## src/hw/can_diag_pkg.sv

```systemverilog
/*
  Package for the CAN status and diagnostic block: register offsets,
  field layouts, reset values, field codes and packed carriers.
  Assumes a 32-bit Avalon-MM slave with word-aligned registers.
*/
package can_diag_pkg;

  localparam int addr_w = 4;
  localparam int n_buf = 15;

  // Register byte offsets
  localparam logic [addr_w-1:0] off_global_config = 4'h0;
  localparam logic [addr_w-1:0] off_code_enable = 4'h4;
  localparam logic [addr_w-1:0] off_pending = 4'h8;
  localparam logic [addr_w-1:0] off_error_counters = 4'hc;

  localparam logic [addr_w-1:0] off_error_diagnostic = 4'h0;
  localparam logic [addr_w-1:0] off_bit_time_counter = 4'h4;

  // Register select: the upper address bit picks the second bank
  localparam int bank_bit = 4;

  // Global configuration bit positions
  localparam int cfg_enable_bit = 0;
  localparam int cfg_tstamp_bit = 1;
  localparam int cfg_txinv_bit = 2;
  localparam int cfg_rxinv_bit = 3;
  localparam int cfg_width = 4;

  // Pending, clear and code enable layout
  localparam int err_bit = 15;

  // Reset values
  localparam logic [cfg_width-1:0] cfg_reset = 4'h0;
  localparam logic [15:0] mask_reset = 16'h0000;
  localparam logic [15:0] pend_reset = 16'h0000;
  localparam logic [15:0] timer_reset = 16'h0000;

  // Interrupt code
  localparam logic [4:0] code_none = 5'h00;
  localparam logic [4:0] code_error = 5'h10;
  localparam logic [3:0] code_buf_base = 4'h1;

  // Diagnostic field positions
  localparam int diag_drive_bit = 14;
  localparam int diag_mon_bit = 13;
  localparam int diag_crc_bit = 12;
  localparam int diag_stuff_bit = 11;
  localparam int diag_txe_bit = 10;
  localparam int diag_pos_lsb = 4;
  localparam int diag_field_lsb = 0;

  // Frame field codes
  typedef enum logic [3:0] {
    fld_error_flag = 4'h0,
    fld_error_delim = 4'h1,
    fld_error_echo = 4'h2,
    fld_bus_idle = 4'h3,
    fld_ack = 4'h4,
    fld_eof = 4'h5,
    fld_intermission = 4'h6,
    fld_suspend = 4'h7,
    fld_sof = 4'h8,
    fld_arbitration = 4'h9,
    fld_id_ext = 4'ha,
    fld_ext_arbitration = 4'hb,
    fld_reserved_bits = 4'hc,
    fld_length_code = 4'hd,
    fld_data = 4'he,
    fld_checksum = 4'hf
  } field_code_t;

  // Event from the protocol engine about the bus
  typedef struct packed {
    logic bit_tick;
    logic field_start;
    field_code_t field;
    logic [5:0] field_len;
    logic transmitting;
    logic tx_level;
    logic error;
    logic stuff_error;
    logic crc_error;
  } engine_event_t;

  // Captured diagnostic
  typedef struct packed {
    logic reserved;
    logic drive;
    logic mon;
    logic crc;
    logic stuff;
    logic was_transmitter_flag;
    logic [5:0] pos;
    field_code_t field;
  } diag_t;

  typedef enum logic [1:0] {
    bus_idle = 2'b01,
    bus_answer = 2'b10
  } bus_state_t;

endpackage : can_diag_pkg

```

## src/hw/can_error_diag_status.sv

```systemverilog
/*
  CAN status and diagnostic block: interrupt code, error counters,
  error diagnostic capture, bit-time counter and bus pin polarity.
  Assumes a protocol engine beside it that supplies bus bit ticks,
  field starts, error events, counters and buffer completion events,
  and an Avalon-MM master with waitrequest on the register side.
*/
// Function
// Code zero idle, error 10, buffer n+1; the code also sets bit 4 for buffers, so buffer n gets 11+n
// Code shows only pending and enabled sources
// Error beats buffers, lower buffers win
// Counter change sets sticky error pending
// Counters read rx high, tx low
// Diagnostic read-only, laid out as documented
// Field codes zero to seven recorded
// Field codes eight to fifteen recorded
// Field bit counter loads length, counts down
// Capture whether node was transmitting
// Capture stuffing rule violation
// Capture checksum error flag
// Capture rx and tx pin levels
// Receiver drives dominant only ack, error
// Free-running 16-bit bit counter from zero
// Buffer 0 transfer resets counter if enabled
// Time stamp offered on each completed frame
// Software configures before global enable
// Software checks no pending transmit first
// Disable also disables rx pin path
// Software re-enables after wake; state kept
// Tx and rx pins each have inversion
`timescale 1ns/100ps
`default_nettype none

module can_error_diag_status
  import can_diag_pkg::*;
#(
  parameter int buffers = n_buf
) (
  // Clock and reset
  input wire logic mclk,
  input wire logic reset,
  // Avalon-MM slave
  input wire logic [addr_w:0] address,
  input wire logic read,
  input wire logic write,
  input wire logic [31:0] writedata,
  input wire logic [3:0] byteenable,
  output logic [31:0] readdata,
  output logic waitrequest,
  output logic [1:0] response,
  // Protocol engine side
  input wire engine_event_t engine,
  input wire logic [7:0] rx_error_count,
  input wire logic [7:0] tx_error_count,
  input wire logic [buffers-1:0] buffer_done,
  input wire logic engine_tx_bit,
  output logic engine_rx_bit,
  output logic controller_enable,
  output logic [15:0] timestamp,
  output logic [buffers-1:0] timestamp_store,
  // Bus pins
  output logic bus_tx_pin,
  input wire logic bus_rx_pin
);

  bus_state_t state;
  bus_state_t next_state;
  logic [cfg_width-1:0] global_config_register;
  logic [15:0] interrupt_code_enable_mask;
  logic [buffers-1:0] buf_pending;
  logic error_irq_pending;
  logic [15:0] error_counters;
  logic [15:0] bit_time_counter;
  logic [5:0] field_bits;
  diag_t error_diagnostic;
  logic [4:0] interrupt_source_code;

  // Request decode
  wire logic access = read | write;
  wire logic bank = address[bank_bit];
  wire logic [addr_w-1:0] offs = address[addr_w-1:0];
  wire logic sel_cfg = !bank && offs == off_global_config;
  wire logic sel_mask = !bank && offs == off_code_enable;
  wire logic sel_pend = !bank && offs == off_pending;
  wire logic sel_cnt = !bank && offs == off_error_counters;
  wire logic sel_diag = bank && offs == off_error_diagnostic;
  wire logic sel_tmr = bank && offs == off_bit_time_counter;
  wire logic mapped = sel_cfg | sel_mask | sel_pend | sel_cnt | sel_diag | sel_tmr;
  wire logic take = state == bus_answer;
  wire logic start = access && state == bus_idle;

  // Write strobes; only the low two byte lanes carry register bits
  wire logic wr_take = take && write;
  wire logic wr_lo = wr_take && byteenable[0];
  wire logic wr_hi = wr_take && byteenable[1];
  wire logic [7:0] clr_lo = wr_lo ? writedata[7:0] : 8'h00;
  wire logic [7:0] clr_hi = wr_hi ? writedata[15:8] : 8'h00;
  wire logic [15:0] clr_bits = {clr_hi, clr_lo};
  wire logic clr_req = sel_pend && wr_take;
  wire logic clr_err = clr_req && clr_bits[err_bit];
  wire logic [buffers-1:0] clr_buf = clr_req ? clr_bits[buffers-1:0] : '0;

  // Configuration fields
  wire logic enabled = global_config_register[cfg_enable_bit];
  wire logic tstamp_en = global_config_register[cfg_tstamp_bit];
  wire logic tx_inv = global_config_register[cfg_txinv_bit];
  wire logic rx_inv = global_config_register[cfg_rxinv_bit];

  // Receive path; a disabled controller hears only recessive, so no wake-up via it
  wire logic rx_logical = bus_rx_pin ^ rx_inv;
  wire logic rx_level = enabled ? rx_logical : 1'b1;

  // Transmit path; a receiver may only go dominant in ack or error flag
  wire logic in_ack_slot = engine.field == fld_ack;
  wire logic in_error_flag = engine.field == fld_error_flag;
  wire logic rx_may_drive = in_ack_slot || in_error_flag;
  wire logic may_drive = engine.transmitting || rx_may_drive;
  wire logic tx_level = (enabled && may_drive) ? engine_tx_bit : 1'b1;
  wire logic next_tx_pin = tx_level ^ tx_inv;

  // Interrupt code chain; lower buffers sit nearer the end and win
  wire logic [15:0] active = {error_irq_pending, buf_pending} & interrupt_code_enable_mask;
  wire logic [4:0] chain_code [buffers:0];
  assign chain_code[buffers] = code_none;
  for (genvar g = 0; g < buffers; g++) begin : g_prio
    wire logic [3:0] buf_code = 4'(g) + code_buf_base;
    assign chain_code[g] = active[g] ? {1'b1, buf_code} : chain_code[g + 1];
  end
  assign interrupt_source_code = active[err_bit] ? code_error : chain_code[0];
  wire logic code_valid = interrupt_source_code != code_none;

  // Error counters and pending flags; a set in the clear cycle wins
  wire logic [15:0] next_counters = {rx_error_count, tx_error_count};
  wire logic counters_changed = next_counters != error_counters;
  wire logic next_error_pending = counters_changed || (error_irq_pending && !clr_err);
  wire logic [buffers-1:0] next_buf_pending = buffer_done | (buf_pending & ~clr_buf);

  // Configuration and code enable mask, byte by byte
  wire logic cfg_load = sel_cfg && wr_lo;
  wire logic [cfg_width-1:0] next_config = cfg_load ? writedata[cfg_width-1:0] : global_config_register;
  wire logic [7:0] next_mask_lo = (sel_mask && wr_lo) ? writedata[7:0] : interrupt_code_enable_mask[7:0];
  wire logic [7:0] next_mask_hi = (sel_mask && wr_hi) ? writedata[15:8] : interrupt_code_enable_mask[15:8];

  // Read words; unmapped offsets read zero
  wire logic [15:0] word_cfg = {{(16 - cfg_width){1'b0}}, global_config_register};
  wire logic [15:0] word_pend = {error_irq_pending, code_valid, buf_pending[13:0]};
  wire logic [15:0] word_diag = error_diagnostic;
  wire logic [15:0] read_word = ({16{sel_cfg}} & word_cfg) |
    ({16{sel_mask}} & interrupt_code_enable_mask) |
    ({16{sel_pend}} & word_pend) |
    ({16{sel_cnt}} & error_counters) |
    ({16{sel_diag}} & word_diag) |
    ({16{sel_tmr}} & bit_time_counter);

  // Field bit counter
  wire logic [5:0] len_less_one = engine.field_len - 6'h01;
  wire logic [5:0] bits_less_one = field_bits - 6'h01;
  wire logic [5:0] next_field_bits = engine.field_start ? len_less_one :
    engine.bit_tick ? bits_less_one : field_bits;

  // Diagnostic snapshot; drive is the level before pin inversion
  wire diag_t captured = '{
    reserved: 1'b0,
    drive: bus_tx_pin ^ tx_inv,
    mon: rx_level,
    crc: engine.crc_error,
    stuff: engine.stuff_error,
    was_transmitter_flag: engine.transmitting,
    pos: field_bits,
    field: engine.field
  };

  // Bit-time counter; wraps silently at the top
  wire logic timer_sync = tstamp_en && buffer_done[0];
  wire logic [15:0] bit_time_plus = bit_time_counter + 16'h0001;
  wire logic [15:0] next_bit_time = timer_sync ? timer_reset :
    engine.bit_tick ? bit_time_plus : bit_time_counter;

  always_comb begin
    next_state = state;
    unique case (state)
      bus_idle: begin
        if (access) begin
          next_state = bus_answer;
        end
      end
      bus_answer: begin
        next_state = bus_idle;
      end
    endcase
  end

  // Bus answer: one wait cycle, then the request is taken
  assign waitrequest = !take;
  assign response = (take && !mapped) ? 2'b10 : 2'b00;

  always_ff @(posedge mclk) begin
    if (reset) begin
      state <= bus_idle;
      readdata <= 32'h00000000;
    end else begin
      state <= next_state;
      if (start) begin
        readdata <= {16'h0000, read_word};
      end
    end
  end

  // Configuration and mask
  always_ff @(posedge mclk) begin
    if (reset) begin
      global_config_register <= cfg_reset;
      interrupt_code_enable_mask <= mask_reset;
    end else begin
      global_config_register <= next_config;
      interrupt_code_enable_mask <= {next_mask_hi, next_mask_lo};
    end
  end

  // Counters and sticky pending flags
  always_ff @(posedge mclk) begin
    if (reset) begin
      error_irq_pending <= 1'b0;
      buf_pending <= '0;
      error_counters <= 16'h0000;
    end else begin
      error_counters <= next_counters;
      error_irq_pending <= next_error_pending;
      buf_pending <= next_buf_pending;
    end
  end

  // Field bit counter and diagnostic capture
  always_ff @(posedge mclk) begin
    if (reset) begin
      field_bits <= 6'h00;
      error_diagnostic <= '0;
    end else begin
      field_bits <= next_field_bits;
      if (engine.error) begin
        error_diagnostic <= captured;
      end
    end
  end

  // Bit-time counter
  always_ff @(posedge mclk) begin
    if (reset) begin
      bit_time_counter <= timer_reset;
    end else begin
      bit_time_counter <= next_bit_time;
    end
  end

  // Time stamp handed to the buffer store; the value is pre-reset
  assign timestamp = bit_time_counter;
  assign timestamp_store = buffer_done;

  always_ff @(posedge mclk) begin
    if (reset) begin
      bus_tx_pin <= 1'b1;
    end else begin
      bus_tx_pin <= next_tx_pin;
    end
  end

  assign engine_rx_bit = rx_level;
  assign controller_enable = enabled;

endmodule : can_error_diag_status

`default_nettype wire

```

## config.mk

```make
export PLATFORM = sky130hd
export DESIGN_NAME = can_error_diag_status
export DESIGN_NICKNAME = d
export VERILOG_FILES = /design/src/hw/can_diag_pkg.sv /design/src/hw/can_error_diag_status.sv
export SDC_FILE = /design/constraint.sdc
export NUM_CORES = 1
export LEC_CHECK = 0
export BUFFER_PORTS_ARGS = -buffer_cell sky130_fd_sc_hd__buf_2
export CORE_ASPECT_RATIO = 1.25
export CORE_MARGIN = 8
export CORE_UTILIZATION = 55
export DETAILED_ROUTE_END_ITERATION = 7
export PLACE_DENSITY = 0.86
export SLEW_MARGIN = 40
export SYNTH_ARGS = -nofsm -noshare
export SYNTH_HDL_FRONTEND = slang
export SYNTH_SLANG_ARGS = --single-unit
```

## constraint.sdc

```tcl
create_clock -name mclk -period 2.9 [get_ports mclk]
set_clock_uncertainty 0.05 [all_clocks]
set_input_delay 0.58 -clock mclk [delete_from_list [all_inputs] [get_ports mclk]]
set_output_delay 0.58 -clock mclk [all_outputs]
set_load 0.05 [all_outputs]
```

==> out/summary.txt <==
Status = finished clean
Worst R2R Start = state[0]
WHS Path Cells = 2
Worst-path fanout max = 4
Post-CTS Setup Bufs = 0
WP data arrival = 1.37 ns
GPL Wtd Cong = 0.870
Via density = 5.51
DRC Markers = 0
Switching power = 1.01 mW
Most used DFF post-synth = dfxtp_1
Final WL = 13700 um
# hold bufs at CTS = 0
Layout area overhead = 16.9%
Worst slew pin tran = 0.644 ns
Final slew viol count = 0
Total CTS buffers = 9
YS warnings = 0
Number of synthesized flops with an enable pin = 0
Sw frac = 0.292
Setup Viol. Count Final = 0
Worst-path cell chain = nor2b_1 -> inv_1 -> a21oi_1 -> buf_2
CTS sink cnt = 108
R2R cell count = 6
WL/cell = 17.5 um
DRT antenna net count = 0
Critical Path Sink Type = primary output
Global-route wire length before repair = 21900 um
F_max = 0.500 GHz
Post-synth ARST share = 0
Synthesis-stage register bit count = 108
Clock Root Buffer = clkbuf_16
Final core occ = 0.656
Peak supply drop = 0.329 mV
Pre-antenna DRT Iters = 4
Setup TNS = 0 ns
Sequential area share after synthesis = 0.427
Via Count = 4328
Die width = 102 um
Reg-to-reg slack, setup = 1.10 ns
Relative slew margins = 0.570
Crit path largest cell delay = 0.37 ns
Mapped Cells = 554
Maxcap violations = 0
Vias in the first global route = 4453
Initial cell density of the core = 0.561
Total power = 3.44 mW
Part of the cycle the worst path needs = 0.690
Combinational share of power = 0.163
Worst Path Required = 2.27 ns
Setup CP Type = register to primary output
FF-to-FF End = readdata[6]
DP HPWL = 10400 um
Mapped Area = 0.00506 mm^2
Die H = 123 um
Fin. Hold Viols = 0
Share of post-route cells with drive strength above 1 = 0.257
Core box area = 0.00903 mm^2
H-tree depth = 3
Pint = 2.43 mW
Clk pwr share = 0.367
CTS tree = yes
Hold path endpoint = field_bits[0]
Clock transition at the registers of the reported paths = 0.07 ns
Number of core rows = 39
Post_cts resized = 0
GRT Total Usage = 0.219
Crit path time final = 2.00 ns
Port-buffer cells = 127
DRT iter0 DRCs = 284
PwrDens = 581 mW/mm^2
Longest Clk Path Bufs = 2
Hold WC Path Type = primary input to register
Pin count of the biggest net entering global routing = 66
Gr ovfl total = 0
CP max stage cell = dfxtp_1
Clk Latency, worst-skew pair = 0.34 ns
Nets@finish = 754
Synth unique cells = 45
CP startpoint kind = register
IO Pins = 164
Fillers = 744
Sequential share of power = 0.470
Hold Path Origin = engine[5]
Avg Cell Area, Syn = 9.14 um^2
RSZ-0062 raised after global routing = false
Die area = 0.0126 mm^2
Initial antenna violation count = 0
Antenna Cells = 0
Leak = 2.50 nW
==> critical path, delay by kind of cell, from the launching register on <==
family                 cells  cell delay, ns
buffers and inverters      2            0.35
AO/OA/AOI/OAI              1            0.11
AND/OR/NAND/NOR            1            0.20
flip-flops                 1            0.37
==> cells in the final DEF, fill, tap and decap left out, drive strengths merged, types with 9 or more instances in the layout <==
cell type	instances
clkbuf	10
nand2	27
dfxtp	108
xnor2	12
mux2i	51
a22oi	15
a21oi	35
nand3	10
o21ai	21
conb	17
nor2b	20
buf	132
nor2	99
nor3	9
a211oi	23
xor2	29
==> final cells by class <==
cell class | count | area (um^2) | share of cell area
Clock buffer | 10 | 239 | 0.0404
Clock inverter | 6 | 68.8 | 0.0116
Inverter | 3 | 11.3 | 0.00190
Multi-Input combinational cell | 403 | 2600 | 0.439
Sequential cell | 108 | 2160 | 0.365
Tap cell | 123 | 154 | 0.0260
Timing Repair Buffer | 132 | 686 | 0.116
==> Yosys cell counts (all sizes together) (5+ instances only) <==
master  count  area (um^2)
xnor2      12          105
nand2      27          101
dfxtp     108         2160
a21oi      35          175
a211oi     23          218
nand3      10         50.1
a22oi      15          113
nand4       5         31.3
nor2       99          395
o21ai      21          109
clkbuf     16         60.1
buf        40          295
nor3        9         95.1
xor2       29          254
mux2i      51          510
nor2b      20          125
nor4        5         31.3
==> metrics by stage <==
| stage | setup WS [ns] | std cells | hold WS (ns) | cell area (um^2) |
|---|---|---|---|---|
| 2_1_floorplan | 0.705 | 570 | 0.402 | 5120 |
| 5_1_grt | 0.754 | 785 | 0.410 | 5920 |
| 4_1_cts | 0.892 | 785 | 0.388 | 5920 |
| 3_5_place_dp | 0.591 | 769 | 0.433 | 5610 |
| 3_3_place_gp | 0.648 | 769 | 0.419 | 5610 |
| 6_report | 0.900 | 785 | 0.392 | 5920 |
==> state kept, by name, indices dropped and copies added, names as in the netlist <==
register	cells
global_config_register	4
bus_tx_pin	1
readdata	16
state	2
error_counters	16
timestamp	16
error_diagnostic	15
buf_pending	15
field_bits	6
interrupt_code_enable_mask	16
error_irq_pending	1
==> power by group through the flow <==
stage               registers, mW  logic (mW)  clock network, mW
floorplan                    1.72       0.353                  0
global placement             1.65       0.545                  0
detailed placement           1.65       0.559                  0
CTS                          1.62       0.564               1.27
global route                 1.63       0.605               1.34
finish                       1.62       0.562               1.26
==> per-layer routing <==
layer | track usage | wire length, um
met1 | 0.259 | 5460
met2 | 0.377 | 6770
met3 | 0.0434 | 1100
met4 | 0.0948 | 406
met5 | 0 | 0
==> kinds of logic after synthesis <==
family,after synthesis,synth area share
and+or+nand+nor,186,0.181
DFF,108,0.427
AOI/OAI and AO/OA,106,0.143
buffers and inverters,59,0.0724
muxes,51,0.101
xor gates and xnor gates,41,0.0709
adders and majority gates,2,0.00494
other,1,0.000741
==> how the worst max path moves through the flow <==
| stage | from | to | slack (ns) |
|---|---|---|---|
| finish | state[1] | response[1] | 0.90 |
| global route | state[1] | response[1] | 0.75 |
| CTS | state[1] | response[1] | 0.89 |
| detailed placement | address[1] | buf_pending[12] | 0.59 |
| global placement | address[1] | buf_pending[13] | 0.65 |
| floorplan | state[1] | response[1] | 0.71 |
Note: power is estimated with default switching activity, not from simulation.
